$ cat src/design/apgc_pkg.sv
// Package: register map, field positions, reset values and divider defaults
package apgc_pkg;
	// Register addresses on the control port
	localparam logic [7:0] APGC_ADDR_DEEMPH_SRC  = 8'h07;
	localparam logic [7:0] APGC_ADDR_PIN_MUTE    = 8'h08;
	localparam logic [7:0] APGC_ADDR_PORT_CLOCK  = 8'h09;
	// Field positions
	localparam int APGC_BIT_DEEMPH_ENABLE        = 4;
	localparam int APGC_BIT_SERIAL_OUT_SRC       = 0;
	localparam int APGC_BIT_GP_PIN2_OUTPUT_EN    = 5;
	localparam int APGC_BIT_MUTE_GATE_ENABLE     = 4;
	localparam int APGC_BIT_GP_PIN0_OUTPUT_EN    = 3;
	localparam int APGC_BIT_BIT_CLOCK_INVERT     = 5;
	localparam int APGC_BIT_BIT_CLOCK_DRIVE_EN   = 4;
	localparam int APGC_BIT_FRAME_CLOCK_DRIVE_EN = 0;
	// Reset value of every register: reserved bits are stored but steer nothing
	localparam logic [7:0] APGC_RESET_VALUE      = 8'h00;
	// Divider defaults: 64 bit clocks per frame
	localparam int APGC_BCLK_DIV_DEFAULT         = 4;
	localparam int APGC_FRAME_DIV_DEFAULT        = 64;
	// Default de-emphasis coefficient set, tuned for 44.1 kHz
	localparam logic [15:0] APGC_DEEMPH_B0_44K1  = 16'h4000;
	localparam logic [15:0] APGC_DEEMPH_B1_44K1  = 16'hDC00;
	localparam logic [15:0] APGC_DEEMPH_A1_44K1  = 16'h2C00;
endpackage

$ cat src/design/apgc_clock_divider.sv
// Module: programmable clock divider producing a toggling output and edge strobes
`timescale 1ns/1ps
module apgc_clock_divider #(
	parameter int WIDTH = 8
) (
	// Clock and reset
	input  wire logic             clk_i,
	input  wire logic             reset_i,
	input  wire logic             enable_i,
	// Control
	input  wire logic             run_i,
	input  wire logic             tick_i,
	input  wire logic [WIDTH-1:0] factor_i,
	// Result
	output logic                  clock_o,
	output logic                  rise_o,
	output logic                  fall_o
);
	logic [WIDTH-1:0] count;
	logic [WIDTH-1:0] next_count;
	logic             next_clock;
	logic             next_rise;
	logic             next_fall;
	logic [WIDTH-1:0] half;

	always_comb begin
		half       = factor_i >> 1;
		next_count = count;
		next_clock = clock_o;
		next_rise  = 1'b0;
		next_fall  = 1'b0;
		// Factors below two cannot make a square wave, so the divider clears its count and drives its output low
		if (!run_i || factor_i < WIDTH'(2)) begin
			next_count = '0;
			next_clock = 1'b0;
		end else if (tick_i) begin
			if (count == factor_i - WIDTH'(1)) begin
				next_count = '0;
				next_clock = 1'b0;
				next_fall  = clock_o;
			end else begin
				next_count = count + WIDTH'(1);
				if (count == half - WIDTH'(1)) begin
					next_clock = 1'b1;
					next_rise  = 1'b1;
				end
			end
		end
	end

	always_ff @(posedge clk_i or posedge reset_i) begin
		if (reset_i) begin
			count   <= '0;
			clock_o <= 1'b0;
			rise_o  <= 1'b0;
			fall_o  <= 1'b0;
		end else if (enable_i) begin
			count   <= next_count;
			clock_o <= next_clock;
			rise_o  <= next_rise;
			fall_o  <= next_fall;
		end
	end
endmodule

$ cat src/design/apgc_audio_port_ctrl.sv
// Module: audio port control registers with pin steering, mute gate and master clocks
`timescale 1ns/1ps
module apgc_audio_port_ctrl
	import apgc_pkg::*;
#(
	parameter int SAMPLE_WIDTH = 16,
	parameter int DIV_WIDTH    = 8
) (
	// Clock, reset and enable
	input  wire logic                    clk_i,
	input  wire logic                    reset_i,
	input  wire logic                    enable_i,
	// Control port register access
	input  wire logic                    reg_write_i,
	input  wire logic [7:0]              reg_addr_i,
	input  wire logic [7:0]              reg_wdata_i,
	output logic      [7:0]              reg_rdata_o,
	// Coefficient memory writes
	input  wire logic                    coef_write_i,
	input  wire logic [1:0]              coef_index_i,
	input  wire logic [15:0]             coef_wdata_i,
	// Divider settings held elsewhere
	input  wire logic                    bclk_div_run_i,
	input  wire logic                    frame_div_run_i,
	input  wire logic [DIV_WIDTH-1:0]    bclk_div_factor_i,
	input  wire logic [DIV_WIDTH-1:0]    frame_div_factor_i,
	// Audio samples
	input  wire logic                    sample_valid_i,
	input  wire logic [SAMPLE_WIDTH-1:0] input_sample_i,
	input  wire logic [SAMPLE_WIDTH-1:0] processed_sample_i,
	output logic      [SAMPLE_WIDTH-1:0] filtered_sample_o,
	output logic      [SAMPLE_WIDTH-1:0] serial_data_out_o,
	// General pins
	input  wire logic                    general_pin_0_i,
	output logic                         general_pin_0_o,
	output logic                         general_pin_0_oe_o,
	input  wire logic                    general_pin_2_i,
	output logic                         general_pin_2_o,
	output logic                         general_pin_2_oe_o,
	output logic      [1:0]              general_pin_in_o,
	// Mute toward the power stage
	input  wire logic                    converter_mute_i,
	output logic                         power_stage_mute_o,
	// Serial port clocks
	input  wire logic                    bit_clock_i,
	output logic                         bit_clock_o,
	output logic                         bit_clock_oe_o,
	input  wire logic                    frame_clock_i,
	output logic                         frame_clock_o,
	output logic                         frame_clock_oe_o,
	output logic                         launch_strobe_o
);
	// ------------------------------------------------------------
	// Register file
	// ------------------------------------------------------------
	logic [7:0] deemphasis_and_output_source;
	logic [7:0] pin_direction_and_mute_gate;
	logic [7:0] serial_port_clock_config;
	logic [7:0] next_deemphasis_and_output_source;
	logic [7:0] next_pin_direction_and_mute_gate;
	logic [7:0] next_serial_port_clock_config;
	logic [7:0] next_reg_rdata;

	always_comb begin
		next_deemphasis_and_output_source = deemphasis_and_output_source;
		next_pin_direction_and_mute_gate  = pin_direction_and_mute_gate;
		next_serial_port_clock_config     = serial_port_clock_config;
		// Reserved bits are kept as written so software reads them back
		if (reg_write_i) begin
			case (reg_addr_i)
				APGC_ADDR_DEEMPH_SRC: next_deemphasis_and_output_source = reg_wdata_i;
				APGC_ADDR_PIN_MUTE:   next_pin_direction_and_mute_gate  = reg_wdata_i;
				APGC_ADDR_PORT_CLOCK: next_serial_port_clock_config     = reg_wdata_i;
				default: ;
			endcase
		end
		case (reg_addr_i)
			APGC_ADDR_DEEMPH_SRC: next_reg_rdata = deemphasis_and_output_source;
			APGC_ADDR_PIN_MUTE:   next_reg_rdata = pin_direction_and_mute_gate;
			APGC_ADDR_PORT_CLOCK: next_reg_rdata = serial_port_clock_config;
			default:              next_reg_rdata = 8'h00;
		endcase
	end

	always_ff @(posedge clk_i or posedge reset_i) begin
		if (reset_i) begin
			deemphasis_and_output_source <= APGC_RESET_VALUE;
			pin_direction_and_mute_gate  <= APGC_RESET_VALUE;
			serial_port_clock_config     <= APGC_RESET_VALUE;
			reg_rdata_o                  <= 8'h00;
		end else if (enable_i) begin
			deemphasis_and_output_source <= next_deemphasis_and_output_source;
			pin_direction_and_mute_gate  <= next_pin_direction_and_mute_gate;
			serial_port_clock_config     <= next_serial_port_clock_config;
			reg_rdata_o                  <= next_reg_rdata;
		end
	end

	logic deemph_enable;
	logic serial_out_source_sel;
	logic gp_pin2_output_en;
	logic mute_gate_enable;
	logic gp_pin0_output_en;
	logic bit_clock_invert;
	logic bit_clock_drive_en;
	logic frame_clock_drive_en;
	assign deemph_enable         = deemphasis_and_output_source[APGC_BIT_DEEMPH_ENABLE];
	assign serial_out_source_sel = deemphasis_and_output_source[APGC_BIT_SERIAL_OUT_SRC];
	assign gp_pin2_output_en     = pin_direction_and_mute_gate[APGC_BIT_GP_PIN2_OUTPUT_EN];
	assign mute_gate_enable      = pin_direction_and_mute_gate[APGC_BIT_MUTE_GATE_ENABLE];
	assign gp_pin0_output_en     = pin_direction_and_mute_gate[APGC_BIT_GP_PIN0_OUTPUT_EN];
	assign bit_clock_invert      = serial_port_clock_config[APGC_BIT_BIT_CLOCK_INVERT];
	assign bit_clock_drive_en    = serial_port_clock_config[APGC_BIT_BIT_CLOCK_DRIVE_EN];
	assign frame_clock_drive_en  = serial_port_clock_config[APGC_BIT_FRAME_CLOCK_DRIVE_EN];

	// ------------------------------------------------------------
	// De-emphasis filter: first-order section, Q2.14 coefficients
	// ------------------------------------------------------------
	logic signed [15:0]             coef_mem [3];
	logic signed [15:0]             next_coef_mem [3];
	logic signed [SAMPLE_WIDTH-1:0] prev_in;
	logic signed [SAMPLE_WIDTH-1:0] prev_out;
	logic signed [SAMPLE_WIDTH-1:0] next_prev_in;
	logic signed [SAMPLE_WIDTH-1:0] next_prev_out;
	logic signed [SAMPLE_WIDTH+17:0] acc;
	logic signed [SAMPLE_WIDTH-1:0] filt;
	logic [SAMPLE_WIDTH-1:0]        next_filtered;

	always_comb begin
		for (int i = 0; i < 3; i++) begin
			next_coef_mem[i] = coef_mem[i];
		end
		// Index 3 is unmapped and ignored
		if (coef_write_i && coef_index_i != 2'd3) begin
			next_coef_mem[coef_index_i] = coef_wdata_i;
		end
		// Widen before multiplying: a product keeps only its operands' width
		acc = (SAMPLE_WIDTH+18)'(coef_mem[0]) * (SAMPLE_WIDTH+18)'($signed(input_sample_i))
			+ (SAMPLE_WIDTH+18)'(coef_mem[1]) * (SAMPLE_WIDTH+18)'(prev_in)
			+ (SAMPLE_WIDTH+18)'(coef_mem[2]) * (SAMPLE_WIDTH+18)'(prev_out);
		filt          = acc[SAMPLE_WIDTH+13:14];
		next_prev_in  = prev_in;
		next_prev_out = prev_out;
		next_filtered = filtered_sample_o;
		if (sample_valid_i) begin
			next_prev_in  = $signed(input_sample_i);
			next_prev_out = filt;
			// Bypass still tracks history so enabling causes no step
			next_filtered = deemph_enable ? filt : input_sample_i;
		end
	end

	always_ff @(posedge clk_i or posedge reset_i) begin
		if (reset_i) begin
			coef_mem[0]       <= APGC_DEEMPH_B0_44K1;
			coef_mem[1]       <= APGC_DEEMPH_B1_44K1;
			coef_mem[2]       <= APGC_DEEMPH_A1_44K1;
			prev_in           <= '0;
			prev_out          <= '0;
			filtered_sample_o <= '0;
		end else if (enable_i) begin
			coef_mem          <= next_coef_mem;
			prev_in           <= next_prev_in;
			prev_out          <= next_prev_out;
			filtered_sample_o <= next_filtered;
		end
	end

	// ------------------------------------------------------------
	// Master clock generation
	// ------------------------------------------------------------
	logic bclk_gen;
	logic bclk_rise;
	logic bclk_fall;
	logic frame_gen;
	logic bclk_run;

	assign bclk_run = bclk_div_run_i && bit_clock_drive_en;

	apgc_clock_divider #(
		.WIDTH (DIV_WIDTH)
	) u_bclk_div (
		.clk_i    (clk_i),
		.reset_i  (reset_i),
		.enable_i (enable_i),
		.run_i    (bclk_run),
		.tick_i   (1'b1),
		.factor_i (bclk_div_factor_i),
		.clock_o  (bclk_gen),
		.rise_o   (bclk_rise),
		.fall_o   (bclk_fall)
	);

	// Frame divider counts bit clock periods on their falling edge
	apgc_clock_divider #(
		.WIDTH (DIV_WIDTH)
	) u_frame_div (
		.clk_i    (clk_i),
		.reset_i  (reset_i),
		.enable_i (enable_i),
		.run_i    (frame_div_run_i && bclk_run),
		.tick_i   (bclk_fall),
		.factor_i (frame_div_factor_i),
		.clock_o  (frame_gen),
		.rise_o   (),
		.fall_o   ()
	);

	// ------------------------------------------------------------
	// Pins, mute gate, serial output and launch edge
	// ------------------------------------------------------------
	logic bclk_now;
	logic bclk_prev;
	logic next_launch;

	always_comb begin
		bclk_now    = bit_clock_drive_en ? bclk_gen : bit_clock_i;
		// Launch edge follows polarity; external source uses the same edge
		next_launch = bit_clock_invert ? (bclk_now && !bclk_prev)
			: (!bclk_now && bclk_prev);
	end

	always_ff @(posedge clk_i or posedge reset_i) begin
		if (reset_i) begin
			bclk_prev          <= 1'b0;
			launch_strobe_o    <= 1'b0;
			serial_data_out_o  <= '0;
			general_pin_0_o    <= 1'b0;
			general_pin_0_oe_o <= 1'b0;
			general_pin_2_o    <= 1'b0;
			general_pin_2_oe_o <= 1'b0;
			general_pin_in_o   <= 2'b00;
			power_stage_mute_o <= 1'b0;
			bit_clock_o        <= 1'b0;
			bit_clock_oe_o     <= 1'b0;
			frame_clock_o      <= 1'b0;
			frame_clock_oe_o   <= 1'b0;
		end else if (enable_i) begin
			bclk_prev          <= bclk_now;
			launch_strobe_o    <= next_launch;
			serial_data_out_o  <= serial_out_source_sel ? input_sample_i
				: processed_sample_i;
			// Pins carry the serial output bit when driven
			general_pin_0_o    <= serial_data_out_o[SAMPLE_WIDTH-1];
			general_pin_0_oe_o <= gp_pin0_output_en;
			general_pin_2_o    <= serial_data_out_o[SAMPLE_WIDTH-1];
			general_pin_2_oe_o <= gp_pin2_output_en;
			general_pin_in_o   <= {gp_pin2_output_en ? 1'b0 : general_pin_2_i,
				gp_pin0_output_en ? 1'b0 : general_pin_0_i};
			power_stage_mute_o <= mute_gate_enable && converter_mute_i;
			bit_clock_o        <= bit_clock_invert ? !bclk_gen : bclk_gen;
			bit_clock_oe_o     <= bit_clock_drive_en;
			frame_clock_o      <= frame_gen;
			frame_clock_oe_o   <= frame_clock_drive_en;
		end
	end

	logic unused_rise;
	assign unused_rise = bclk_rise;
endmodule

$ cat config.mk
export PLATFORM = sky130hd
export DESIGN_NAME = apgc_audio_port_ctrl
export DESIGN_NICKNAME = d
export VERILOG_FILES = /design/src/design/apgc_pkg.sv /design/src/design/apgc_clock_divider.sv /design/src/design/apgc_audio_port_ctrl.sv
export SDC_FILE = /design/constraint.sdc
export NUM_CORES = 2
export LEC_CHECK = 0
export BUFFER_PORTS_ARGS = -buffer_cell sky130_fd_sc_hd__buf_2
export CAP_MARGIN = 5
export CORE_MARGIN = 10
export CORE_UTILIZATION = 31
export DETAILED_ROUTE_END_ITERATION = 8
export GPL_ROUTABILITY_DRIVEN = 0
export SYNTH_ARGS = -nofsm -noshare
export SYNTH_HDL_FRONTEND = slang
export SYNTH_HIERARCHICAL = 1
export SYNTH_SLANG_ARGS = --single-unit
$ cat constraint.sdc
create_clock -name clk_i -period 18.9 [get_ports clk_i]
set_input_delay 0.945 -clock clk_i [delete_from_list [all_inputs] [get_ports clk_i]]
set_output_delay 0.945 -clock clk_i [all_outputs]
set_load 0.05 [all_outputs]
==> impl_metrics.yaml <==
finish:
  drive_above_1_share_pct: 8.782
  fill_cells: 12030
  syn2layout_area_growth_pct: 7.523
  final_cells: 5309
  final_nets: 4894
timing:
  fmax_mhz: 109.2
  hold_viol_final: 0
  rsz0062_at_grt: "false"
  finalSetupViolations: 0
  worst_clock_skew_ps: 21.20
  fin_setup_tns_ps: 0
  fin_hold_ws_ps: 435.8
  worst_slew_margin_rel_pct: 23.57
  fin_crit_ps: 9160
  slew_viol_final: 0
  tightest_slew_ps: 1146
  post-route-period-util_pct: 48.46
grt:
  grt_pass1_wl_um: 155700
  met2_usage_pct: 25.85
  grt_busiest_layer: "met2"
  grt_max_degree: 82
  grt.met3_usage_pct: 2.397
  met1_usage_pct: 19.46
  grt_usage_pct: 15.07
  grt_overflow_total: 0
  grt_pass1_vias: 27300
  antenna_found_initial: 14
routing:
  wl_um: 96140
  drtAntennaViolNets: 0
  drt_iter0_drc: 1254
  wl_per_cell_um: 18.11
  drc: 0
  via_count: 24580
  dr.pass1.iters: 7
  vias_per_cell: 4.630
placement:
  placedCellCount: 5274
  portBuffers: 145
  dp_hpwl_um: 80470
clock_tree:
  cts_setup_buffers: 0
  clk-insertion-delay-late_ps: 520
  clk_pin_slew_ps: 80
  cts_resized: 0
  cts-buffers-inserted: 17
  cts.sinks: 175
  hold_buffers: 0
  cts_max_level: 4
  cts_tree: "built"
  cts_root_buf: "clkbuf_16"
  clockBufferDepth: 2
critical_path:
  setup.worst_path.start: "prev_out[0]$_DFFE_PP0P_"
  cp.arrival_ps: 9600
  path_class: "reg2reg"
  worst-path-max-fanout: 17
  crit_path_end_kind: "register"
  crit_required_ps: 19340
  r2r_start: "prev_out[0]$_DFFE_PP0P_"
  start_kind: "register"
die:
  rows: 126
  initial_core_util_pct: 31.17
  die-area_um2: 132700
  core-area_um2: 117900
  die_x_um: 364.3
  ios: 147
  die_height_um: 364.3
worst_hold_path:
  hp-class: "in2async"
synthesis:
  syn_avg_cell_area_um2: 9.854
  syn_area_um2: 36760
  postSynthCellCount: 3730
  synth_warnings: 6
run:
  cap_viol_max_count: 0
status:
  outcome: "finished clean"
per-stage QoR:
step | cell area, µm² | util, % | worst slack, ps
final | 39520 | 33.51 | 9740
after global routing | 39510 | 33.51 | 9299
after CTS | 39510 | 33.51 | 9679
after detailed placement | 38930 | 33.01 | 9679
after global placement | 38930 | 33.01 | 9750
after floorplan | 36760 | - | 10590
state kept, by name, indices dropped and copies added (netlist names), 2 cells and up:
signal	flops
serial_data_out_o	16
general_pin_in_o	2
prev_out	16
coef_mem	48
prev_in	16
pin_direction_and_mute_gate	8
filtered_sample_o	16
deemphasis_and_output_source	8
u_frame_div/count	8
serial_port_clock_config	8
u_bclk_div/count	8
reg_rdata_o	8
final cells by class:
class                      count  area [µm²]  area share [%]
tap                         1536        1922           4.863
clock buffer                  18       429.2           1.086
clock inverter                13       150.1          0.3799
multi-input combinational   2440       28150           71.24
inverter                     961        3612           9.140
sequential                   175        4390           11.11
antenna                        4       10.01         0.02533
timing repair buffer         162       853.3           2.159
path summary, 6_finish.rpt:
check	endpoint	slack, ps	depth (start not counted)
max	filtered_sample_o[14]$_DFFE_PP0P_	9740	26
min	u_frame_div/count[1]$_DFFE_PP0P_	440	2
max reg2reg	filtered_sample_o[14]$_DFFE_PP0P_	9740	26
min reg2reg	filtered_sample_o[5]$_DFFE_PP0P_	480	2
max in group asynchronous	coef_mem[43]$_DFFE_PP0P_	17140	3
min in group clk_i	filtered_sample_o[5]$_DFFE_PP0P_	480	2
cell usage in the layout, fill, tap and decap left out, types with 28 or more instances in the layout:
cell type and count:
fa_1 848, buf_2 145, inv_1 960, xor2_1 28
nand2b_1 36, mux2i_1 39, mux2_2 104, and2_1 401
dfrtp_1 166, o21ai_0 40, xnor2_1 73, a21oi_1 59
nor2_1 59, ha_1 194, nand2_1 376
worst max-delay path, cell delays in order, from the launching register on:
cell	delay (ps)
dfrtp_1	710
and2_1	390
inv_1	650
fa_1	580
fa_1	540
inv_1	50
fa_1	470
inv_1	70
fa_1	540
inv_1	50
fa_1	480
fa_1	590
fa_1	430
fa_1	500
inv_1	50
fa_1	480
inv_1	40
ha_1	330
a21o_1	230
a21o_1	200
a21oi_1	240
nand4b_1	220
o21a_1	280
a221o_1	340
xor2_1	260
mux2i_1	170
o21ai_0	180
metal layers:
layer	share of wire, %	routed length (µm)
met1	42	40820
met2	50	47680
met3	5.3	5101
met4	2.6	2498
met5	0.035	34
Power is not shown: default switching activity piles up to over one toggle a cycle in this logic, so the estimate is an artifact.
